## src/core/ftl_consts.svh

```systemverilog
// Register offsets, field positions, reset values and widths of the fault log trigger bank.
`ifndef FTL_CONSTS_SVH
`define FTL_CONSTS_SVH

// ----------------------------------------------------------------------
// Register offsets
// ----------------------------------------------------------------------
`define FTL_OFS_LOG_CTL      8'h47
`define FTL_OFS_OV_LOW       8'h49
`define FTL_OFS_OV_HIGH      8'h4a
`define FTL_OFS_EW_LOW       8'h4b
`define FTL_OFS_EW_HIGH      8'h4c
`define FTL_OFS_UNLOCK       8'h5d

// ----------------------------------------------------------------------
// Field positions and widths
// ----------------------------------------------------------------------
`define FTL_MAX_CH           12
`define FTL_UNLOCK_BIT       1
`define FTL_OV_LOW_LSB       4

// ----------------------------------------------------------------------
// Reset values
// ----------------------------------------------------------------------
`define FTL_RST_OV_EN        12'h000
`define FTL_RST_EW_EN        12'h000
`define FTL_RST_LOG_CTL      2'h0
`define FTL_RST_LOCKED       1'b0

`endif

```

## src/core/ftl_pkg.sv

```systemverilog
// Types shared by the fault log trigger bank.
package ftl_pkg;

   // ----------------------------------------------------------------------
   // Log content selector
   // ----------------------------------------------------------------------
   typedef enum logic [1:0] {
      FTL_SAVE_BOTH,
      FTL_SAVE_FLAGS,
      FTL_SAVE_VALUES,
      FTL_SAVE_NONE
   } ftl_log_mode_t;

   // ----------------------------------------------------------------------
   // Register access carrier
   // ----------------------------------------------------------------------
   typedef struct packed {
      logic       wr;
      logic       rd;
      logic [7:0] addr;
      logic [7:0] wdata;
   } ftl_reg_req_t;

   // ----------------------------------------------------------------------
   // Log command carrier
   // ----------------------------------------------------------------------
   typedef struct packed {
      logic        start;
      logic        save_flags;
      logic        save_values;
      logic [11:0] lines;
   } ftl_log_cmd_t;

   // ----------------------------------------------------------------------
   // Module state
   // ----------------------------------------------------------------------
   typedef struct packed {
      logic [11:0] hit;
   } ftl_bank_t;

   typedef struct packed {
      logic [11:0]   ov_en;
      logic [11:0]   ew_en;
      ftl_log_mode_t log_ctl;
      logic          locked;
      ftl_log_cmd_t  cmd;
      logic [7:0]    rdata;
   } ftl_state_t;

endpackage : ftl_pkg

```

## src/core/ftl_trig_bank.sv

```systemverilog
// Per-channel trigger qualification of comparator faults by their enables.
`timescale 1ns/1ps
`include "ftl_consts.svh"

module ftl_trig_bank #(
   parameter int NUM_CH = `FTL_MAX_CH
) (
   // Clock and reset.
   input  wire logic                     clk,
   input  wire logic                     reset_n,
   // Comparator faults.
   input  wire logic [`FTL_MAX_CH-1:0]   ov_fault,
   input  wire logic [`FTL_MAX_CH-1:0]   ew_fault,
   // Trigger enables.
   input  wire logic [`FTL_MAX_CH-1:0]   ov_en,
   input  wire logic [`FTL_MAX_CH-1:0]   ew_en,
   // Qualified triggers.
   output logic      [`FTL_MAX_CH-1:0]   hit
);
   import ftl_pkg::*;

   ftl_bank_t                 s_q;
   ftl_bank_t                 s_d;
   logic [`FTL_MAX_CH-1:0]    hit_d;

   // ----------------------------------------------------------------------
   // Channel qualification
   // ----------------------------------------------------------------------
   for (genvar i = 0; i < `FTL_MAX_CH; i++) begin : g_ch
      if (i < NUM_CH) begin : g_on
         assign hit_d[i] = (ov_fault[i] & ov_en[i]) | (ew_fault[i] & ew_en[i]);
      end else begin : g_off
         assign hit_d[i] = 1'b0;
      end
   end

   always_comb begin
      s_d     = s_q;
      s_d.hit = hit_d;
   end

   always_ff @(posedge clk or negedge reset_n) begin
      if (!reset_n) begin
         s_q <= '0;
      end else begin
         s_q <= s_d;
      end
   end

   assign hit = s_q.hit;

endmodule : ftl_trig_bank

```

## src/core/ftl_top.sv

```systemverilog
// Fault log trigger enable bank with log control and storage lock.
`timescale 1ns/1ps
`include "ftl_consts.svh"

module ftl_top #(
   parameter int NUM_CH = `FTL_MAX_CH
) (
   // Clock and reset.
   input  wire logic                     clk,
   input  wire logic                     reset_n,
   // Configuration register port.
   input  wire ftl_pkg::ftl_reg_req_t    reg_req,
   output logic      [7:0]               reg_rdata,
   // Comparator faults.
   input  wire logic [`FTL_MAX_CH-1:0]   ov_fault,
   input  wire logic [`FTL_MAX_CH-1:0]   ew_fault,
   // Log request to storage.
   output ftl_pkg::ftl_log_cmd_t         log_cmd,
   output logic                          log_locked
);
   import ftl_pkg::*;

   localparam logic [`FTL_MAX_CH-1:0] CH_MASK =
      `FTL_MAX_CH'((13'h1 << NUM_CH) - 13'h1);

   ftl_state_t                s_q;
   ftl_state_t                s_d;
   logic [`FTL_MAX_CH-1:0]    hit;
   logic                      hit_any;
   logic                      fire;
   logic                      unlock;

   // ----------------------------------------------------------------------
   // Trigger qualification
   // ----------------------------------------------------------------------
   ftl_trig_bank #(
      .NUM_CH   (NUM_CH)
   ) u_bank (
      .clk      (clk),
      .reset_n  (reset_n),
      .ov_fault (ov_fault),
      .ew_fault (ew_fault),
      .ov_en    (s_q.ov_en),
      .ew_en    (s_q.ew_en),
      .hit      (hit)
   );

   assign hit_any = |hit;
   assign fire    = hit_any && !s_q.locked && (s_q.log_ctl != FTL_SAVE_NONE);
   assign unlock  = reg_req.wr && (reg_req.addr == `FTL_OFS_UNLOCK)
                    && reg_req.wdata[`FTL_UNLOCK_BIT];

   // ----------------------------------------------------------------------
   // Register access and log control
   // ----------------------------------------------------------------------
   always_comb begin
      s_d           = s_q;
      s_d.cmd.start = 1'b0;
      s_d.rdata     = 8'h00;
      if (reg_req.wr) begin
         unique case (reg_req.addr)
            `FTL_OFS_LOG_CTL: begin
               s_d.log_ctl = ftl_log_mode_t'(reg_req.wdata[1:0]);
            end
            `FTL_OFS_OV_LOW: begin
               s_d.ov_en[3:0] = reg_req.wdata[7:`FTL_OV_LOW_LSB];
            end
            `FTL_OFS_OV_HIGH: begin
               s_d.ov_en[11:4] = reg_req.wdata & CH_MASK[11:4];
            end
            `FTL_OFS_EW_LOW: begin
               s_d.ew_en[7:0] = reg_req.wdata;
            end
            `FTL_OFS_EW_HIGH: begin
               s_d.ew_en[11:8] = reg_req.wdata[3:0] & CH_MASK[11:8];
            end
            default: begin
               s_d.ov_en = s_q.ov_en;
            end
         endcase
      end
      if (reg_req.rd) begin
         unique case (reg_req.addr)
            `FTL_OFS_LOG_CTL: s_d.rdata = {6'h00, s_q.log_ctl};
            `FTL_OFS_OV_LOW:  s_d.rdata = {s_q.ov_en[3:0], 4'h0};
            `FTL_OFS_OV_HIGH: s_d.rdata = s_q.ov_en[11:4];
            `FTL_OFS_EW_LOW:  s_d.rdata = s_q.ew_en[7:0];
            `FTL_OFS_EW_HIGH: s_d.rdata = {4'h0, s_q.ew_en[11:8]};
            `FTL_OFS_UNLOCK:  s_d.rdata = {6'h00, s_q.locked, 1'b0};
            default:          s_d.rdata = 8'h00;
         endcase
      end
      if (unlock) begin
         s_d.locked = 1'b0;
      end
      if (fire) begin
         s_d.locked          = 1'b1;
         s_d.cmd.start       = 1'b1;
         s_d.cmd.save_flags  = (s_q.log_ctl == FTL_SAVE_BOTH)
                               || (s_q.log_ctl == FTL_SAVE_FLAGS);
         s_d.cmd.save_values = (s_q.log_ctl == FTL_SAVE_BOTH)
                               || (s_q.log_ctl == FTL_SAVE_VALUES);
         s_d.cmd.lines       = hit;
      end
   end

   always_ff @(posedge clk or negedge reset_n) begin
      if (!reset_n) begin
         s_q.ov_en   <= `FTL_RST_OV_EN;
         s_q.ew_en   <= `FTL_RST_EW_EN;
         s_q.log_ctl <= ftl_log_mode_t'(`FTL_RST_LOG_CTL);
         s_q.locked  <= `FTL_RST_LOCKED;
         s_q.cmd     <= '0;
         s_q.rdata   <= 8'h00;
      end else begin
         s_q <= s_d;
      end
   end

   assign reg_rdata  = s_q.rdata;
   assign log_cmd    = s_q.cmd;
   assign log_locked = s_q.locked;
endmodule : ftl_top

```

## config.mk

```make
export PLATFORM = sky130hd
export DESIGN_NAME = ftl_top
export DESIGN_NICKNAME = d
export VERILOG_FILES = /design/src/core/ftl_pkg.sv /design/src/core/ftl_trig_bank.sv /design/src/core/ftl_top.sv
export VERILOG_INCLUDE_DIRS = /design/src /design/src/core
export SDC_FILE = /design/constraint.sdc
export NUM_CORES = 1
export LEC_CHECK = 0
export BUFFER_PORTS_ARGS = -buffer_cell sky130_fd_sc_hd__buf_2
export CORE_ASPECT_RATIO = 1.2
export CORE_MARGIN = 3
export CORE_UTILIZATION = 53
export DETAILED_ROUTE_END_ITERATION = 8
export GPL_ROUTABILITY_DRIVEN = 1
export GPL_TIMING_DRIVEN = 0
export PLACE_DENSITY = 0.82
export SLEW_MARGIN = 40
export SYNTH_ARGS = -nofsm -noshare
export SYNTH_HDL_FRONTEND = slang
export SYNTH_SLANG_ARGS = --single-unit
```

## constraint.sdc

```tcl
create_clock -name clk -period 1.9 [get_ports clk]
set_input_delay 0.095 -clock clk [delete_from_list [all_inputs] [get_ports clk]]
set_output_delay 0.095 -clock clk [all_outputs]
set_load 0.005 [all_outputs]
```

==> impl_metrics.csv, run 1 <==
group,metric,value,unit
cts,worstSkewPairLatency,0.34,ns
cts,numCtsBuffers,9,
yosys,synth_cell_type_count,38,
yosys,syn_inst,209,
power,internal_power,2.38,mW
global_route,grt_pass1_wl,10000,um
finish,syn_to_final_growth,28.6,%
timing,setup_tns,0,ns
cts,cts_htree_levels,3,
cts,cts_tree,"done",
setup_path,cp_top_family,"flip-flops",
timing,rsz0062_at_grt,"false",
power,finalPower,3.16,mW
power,power.density,877,mW/mm^2
yosys,syn_avg_cell_area,13.4,um^2
timing,hold_violations,0,
detailed_routing,vias_per_cell,5.41,
floorplan,die_w,72.4,um
setup_path,crit_buf_inv,1,
yosys,synthTopCellsByArea,"dfrtp_1 (55%), mux2_2 (17%), buf_4 (6.2%)",
yosys,synth.top_cell.area_share,55.3,%
floorplan,rows,28,
floorplan,initial_core_util,56.0,%
timing,finalCritPeriodShare,94.2,%
cts,clk_path_buf_depth,2,
floorplan,die_y,85.7,um
setup_path,max_stage_delay,0.37,ns
detailed_routing,via_count,1997,
power,p_leak,1.86,nW
finish,layout-drive-gt1-share,50.8,%
detailed_routing,drc,0,
detailed_routing,wl_per_cell,17.1,um
yosys,yosys-top-cells-count,"dfrtp_1 (62), mux2_2 (42), buf_4 (23)",
global_route,antenna_found_initial,0,
job,drv_cap,0,
yosys,synth_largest_area_cell,"dfrtp_1",
yosys,synth-edff-count,0,
power,switching_share,24.8,%
timing,worst_slew_margin_rel,57.0,%
power,pwr-share-comb,16.6,%
power,ir_drop,0.602,mV
cts,clockRootBuffer,"clkbuf_8",
timing,fin_skew,0.00959,ns
yosys,syn_area,0.00280,mm^2
placement,port_buffers,67,
global_route,grt_max_degree,63,
yosys,synth_nets,253,
setup_path,worstPathRequired,2.13,ns
placement,dp.final_hpwl,4280,um
power,clkPwrFrac,35.3,%
yosys,async_flop_share,100,%
setup_path,cp-start-kind,"flip-flop",
setup_path,path_class,"reg -> reg",
power,p_sw,0.784,mW
timing,setup_viol,0,
floorplan,coreArea,0.00501,mm^2
hold_path,hold_class,"in -> reg",
setup_path,critPathSlowestCell,"dfrtp_1",
outcome,outcome,"finished clean",
detailed_routing,dr.pass1.iters,4,
timing,min_period,1.79,ns
global_route,gr-total-overflow,0,
timing,fmax,559,MHz
timing,maxSlewViolCount,0,
yosys,yosysMostFrequentCell,"dfrtp_1",
yosys,synth_sequential_area_ratio,55.3,%
placement,globalplace.congestion,0.786,
finish,fin_nets,350,
finish,diodes,0,
detailed_routing,ant_nets,0,
power,seqPwrFrac,48.1,%
yosys,synthFlopType,"dfrtp_1",
cts,clock-sinks,62,
timing,tightest_slew,0.645,ns
setup_path,crit_chain,"nor4_1 > and3_1 > a211oi_4 > clkbuf_4 > mux2_2",
setup_path,crit_arrival,2.02,ns
detailed_routing,drtIter0Drc,137,
floorplan,io_pins,68,
global_route,grt_pass1_vias,2016,
floorplan,die_area,0.00620,mm^2
global_route,grtUsageTotal,21.7,%
yosys,synth-seq-cells,62,
cts,clk_pin_slew,0.07,ns
setup_path,end_kind,"flip-flop",
yosys,synth_warnings,0,
setup_path,path_max_fanout,10,
detailed_routing,wl,6300,um
[registers in the layout, indices dropped and copies added, names as in the netlist]
name and count:
log_locked 1, reg_rdata 8, log_cmd 15, s_q 26
u_bank.hit 12
[metal layers]
metal | track usage, % | up-vias | part of all wire [%]
met5 | 0 | - | 0
met2 | 36.5 | 66 | 52
met3 | 5.86 | 9 | 5.5
li1 | - | 943 | -
met4 | 7.21 | 0 | 1.5
met1 | 26.9 | 979 | 41
[path summary, 6_finish.rpt]
kind / start / slack, ns / cells past startpoint / end
hold / removal: reg_req[6] / 0.02 / 2 / s_q[48]
hold reg to reg: u_bank.hit[2] / 0.51 / 1 / log_cmd[2]
min in group asynchronous: reset_n / 0.29 / 2 / log_cmd[1]
max in group asynchronous: reset_n / 1.21 / 2 / reg_rdata[1]
setup reg to reg: u_bank.hit[6] / 0.11 / 5 / log_cmd[7]
setup / recovery: u_bank.hit[6] / 0.11 / 5 / log_cmd[7]
[worst register-to-register path, delay by kind of cell (launching register included)]
kind / cells / cell delay [ns]
flip-flops: 1 / 0.37
multiplexers: 1 / 0.36
AND/OR/NAND/NOR: 2 / 0.33
AO/OA/AOI/OAI: 1 / 0.32
buffers and inverters: 1 / 0.31
[layout make-up]
type / count / area (um^2)
clock buffers: 10 / 138
plain buffers: 26 / 189
multi-input cells: 120 / 1070
clock inverters: 4 / 48.8
fillers: 343 / 1400
inverters: 1 / 3.75
flip-flops and latches: 62 / 1550
well taps: 60 / 75.1
repair buffers: 86 / 532
[repair_timing]
item,4_1_cts,5_1_grt
gates resized for setup,1,1
pin swaps,0,1
hold buffers,19,0
buffers inserted,0,0
setup endpoints to repair,8,8
hold endpoints to repair,72,0
[power groups by stage]
stage / registers, mW / clock network, mW / logic (mW)
5_1_grt: 1.54 / 1.18 / 0.575
4_1_cts: 1.52 / 1.13 / 0.524
6_report: 1.52 / 1.12 / 0.526
3_5_place_dp: 1.54 / 0 / 0.487
3_3_place_gp: 1.53 / 0 / 0.473
2_1_floorplan: 1.51 / 0 / 0.298
[kinds of logic after synthesis]
family | count (synthesis) | share of synthesized area [%]
AO/OA/AOI/OAI | 30 | 8.84
buffers and inverters | 27 | 6.78
flip-flops | 62 | 55.3
multiplexers | 45 | 17.9
AND/OR/NAND/NOR | 45 | 11.1
[stage by stage]
| stage | setup WS (ns) | instances | area [um^2] | hold WS [ns] | utilization [%] |
|---|---|---|---|---|---|
| floorplan | 0.256 | 209 | 2800 | -0.201 | - |
| global placement | 0.0130 | 336 | 3210 | 0.313 | 64.2 |
| detailed placement | 0.00446 | 336 | 3220 | 0.219 | 64.2 |
| CTS | 0.0455 | 369 | 3600 | 0.00609 | 71.9 |
| global route | 0.0386 | 369 | 3610 | 0.0101 | 72.0 |
| finish | 0.110 | 369 | 3610 | 0.0150 | 72.0 |
[cell usage in the layout, fill, tap and decap left out, types with 2 or more instances in the layout]
cell type,netlist,routed
dlygate4sd3_1,0,19
a22oi_1,5,5
dfrtp_1,62,62
o31ai_1,4,4
clkbuf_8,0,10
a2bb2oi_1,5,5
buf_2,2,67
nand2_1,9,9
buf_4,23,23
mux2i_1,3,3
clkinv_2,0,2
nor2b_1,4,4
nor4_1,3,3
mux2_2,42,42
or3_1,3,3
nor2_1,7,7
nor3_1,2,2
a22o_1,12,12
Note: power is estimated with default switching activity, not from simulation.
==> run 2, diff against run 1 <==
--- a/config.mk
+++ b/config.mk
@@ -6,6 +6,7 @@
 export SDC_FILE = /design/constraint.sdc
 export NUM_CORES = 1
 export LEC_CHECK = 0
+export ABC_CLOCK_PERIOD_IN_PS = 1800
 export BUFFER_PORTS_ARGS = -buffer_cell sky130_fd_sc_hd__buf_2
 export CORE_ASPECT_RATIO = 1.2
 export CORE_MARGIN = 3
==> constraint.sdc (replaced) <==
create_clock -name clk -period 1.8 [get_ports clk]
set_input_delay 0.09 -clock clk [delete_from_list [all_inputs] [get_ports clk]]
set_output_delay 0.09 -clock clk [all_outputs]
set_load 0.005 [all_outputs]
==> run 2 against run 1 <==
  * Cell area rose by 0.45%
  * Sequential share of layout area shrank 0.19 points
  * Clock power is 5% higher
  * Critical path type unchanged
==> impl_metrics.csv, run 2 (synthesized netlist as in run 1, its figures left out) <==
group,metric,value,unit
hold_path,min_path_cells,2,
floorplan,coreArea,0.00501,mm^2
detailed_routing,ant_nets,0,
detailed_routing,drtIter0Drc,132,
timing,finalCritPeriodShare,92.3,%
setup_path,crit_arrival,1.89,ns
setup_path,path_max_fanout,10,
finish,largest-register,"s_q",
setup_path,r2r_start,"u_bank.hit[5]",
cts,clk_path_buf_depth,2,
detailed_routing,drc,0,
power,ir_drop,0.634,mV
setup_path,path_class,"reg -> reg",
timing,rsz0062_at_grt,"false",
floorplan,rows,28,
global_route,antenna_found_initial,0,
finish,largest_reg_flops,26,
global_route,grt_max_degree,63,
finish,diodes,0,
finish,layout-drive-gt1-share,51.4,%
detailed_routing,dr.pass1.iters,4,
placement,port_buffers,67,
setup_path,r2r-end,"log_cmd[7]",
floorplan,die_area,0.00620,mm^2
detailed_routing,wl_per_cell,17.0,um
cts,worstSkewPairLatency,0.34,ns
timing,min_period,1.66,ns
detailed_routing,vias_per_cell,5.37,
power,power.density,924,mW/mm^2
hold_path,hold_class,"in -> reg",
cts,clock-sinks,62,
cts,clk_pin_slew,0.07,ns
timing,maxSlewViolCount,0,
timing,worst_slew_margin_rel,57.3,%
cts,numCtsBuffers,9,
timing,setup_viol,0,
placement,globalplace.congestion,0.786,
floorplan,initial_core_util,56.0,%
finish,final_common_cell,"buf_2",
finish,stdcell_count,371,
job,drv_cap,0,
setup_path,r2r_cells,5,
setup_path,r2r_setup_slack,0.14,ns
floorplan,die_w,72.4,um
setup_path,worstPathRequired,2.03,ns
finish,syn_to_final_growth,29.2,%
placement,dp.final_hpwl,4280,um
setup_path,cp-start-kind,"flip-flop",
timing,fmax,602,MHz
detailed_routing,via_count,1992,
floorplan,die_y,85.7,um
global_route,grtUsageTotal,21.7,%
detailed_routing,wl,6310,um
finish,post-route-util,72.3,%
timing,holdWs,0.00801,ns
finish,register_area,0.00155,mm^2
global_route,gr-total-overflow,0,
floorplan,io_pins,68,
finish,most-common-layout-cells,"buf_2 (67), dfrtp_1 (62), mux2_2 (42)",
hold_path,min_to,"s_q[48]",
hold_path,min-delay-start,"reg_req[6]",
global_route,grt_pass1_vias,2016,
placement,placed_cells,336,
timing,hold_violations,0,
timing,tightest_slew,0.641,ns
cts,cts_htree_levels,3,
outcome,outcome,"finished clean",
global_route,grt_pass1_wl,10000,um
finish,fin_nets,352,
power,p_leak,1.87,nW
timing,setup_tns,0,ns
timing,fin_skew,0.00932,ns
setup_path,end_kind,"flip-flop",
cts,cts_tree,"done",
finish,multi_input_area,0.00107,mm^2
finish,final.fill_count,337,
cts,clockRootBuffer,"clkbuf_8",
==> run 2: cell types whose count changed in the layout (fill, tap and decap cells not counted), sizes merged <==
cell / before / now
buf: 92 / 95
clkbuf: 11 / 10
==> run 2: stage by stage <==
stage               setup WS, ns  total power [mW]  area, um^2
global route              0.0721              3.49        3620
finish                     0.139              3.35        3620
CTS                       0.0152              3.35        3600
detailed placement       -0.0955              2.14        3220
global placement         -0.0870              2.12        3210
floorplan                  0.156              1.91        2800
==> run 2: worst max path at each step <==
stage,endpoint,startpoint
after floorplan,log_cmd[10],u_bank.hit[9]
after global placement,log_cmd[10],u_bank.hit[6]
after detailed placement,log_cmd[8],u_bank.hit[6]
after CTS,log_cmd[7],u_bank.hit[6]
after global routing,log_cmd[4],u_bank.hit[5]
final,log_cmd[7],u_bank.hit[5]
==> run 2: report_power, final <==
part	internal [mW]	switching, mW
Clock	0.658	0.518
Combinational	0.347	0.218
Sequential	1.51	0.0909
Total	2.52	0.827
==> run 2: final cells by class <==
cell class,instances,area share (%)
Sequential cell,62,42.8
Multi-Input combinational cell,120,29.6
Timing Repair Buffer,88,15.1
Buffer,26,5.21
Clock buffer,10,3.80
Tap cell,60,2.07
Clock inverter,4,1.35
Inverter,1,0.104
==> run 2: layer usage <==
layer	vias to the layer above	track usage, %	part of all wire [%]
met5	-	0	0
met4	0	7.21	1.7
met1	972	26.8	41
li1	946	-	-
met3	9	5.98	5.4
met2	65	36.5	52
==> run 2: repair_timing <==
item / in CTS / in global routing
endpoints found under the hold margin: 72 / 0
endpoints found under the setup margin: 8 / 8
buffers inserted: 0 / 2
hold buffers: 19 / 0
gates resized for setup: 2 / 1
pin swaps: 0 / 1
==> run 2: critical path, cell delays in order (launching register included) <==
cell and delay [ns]:
dfrtp_1 0.39, nor4_1 0.30, and3_2 0.32, a211oi_4 0.06, buf_4 0.19, mux2_2 0.28
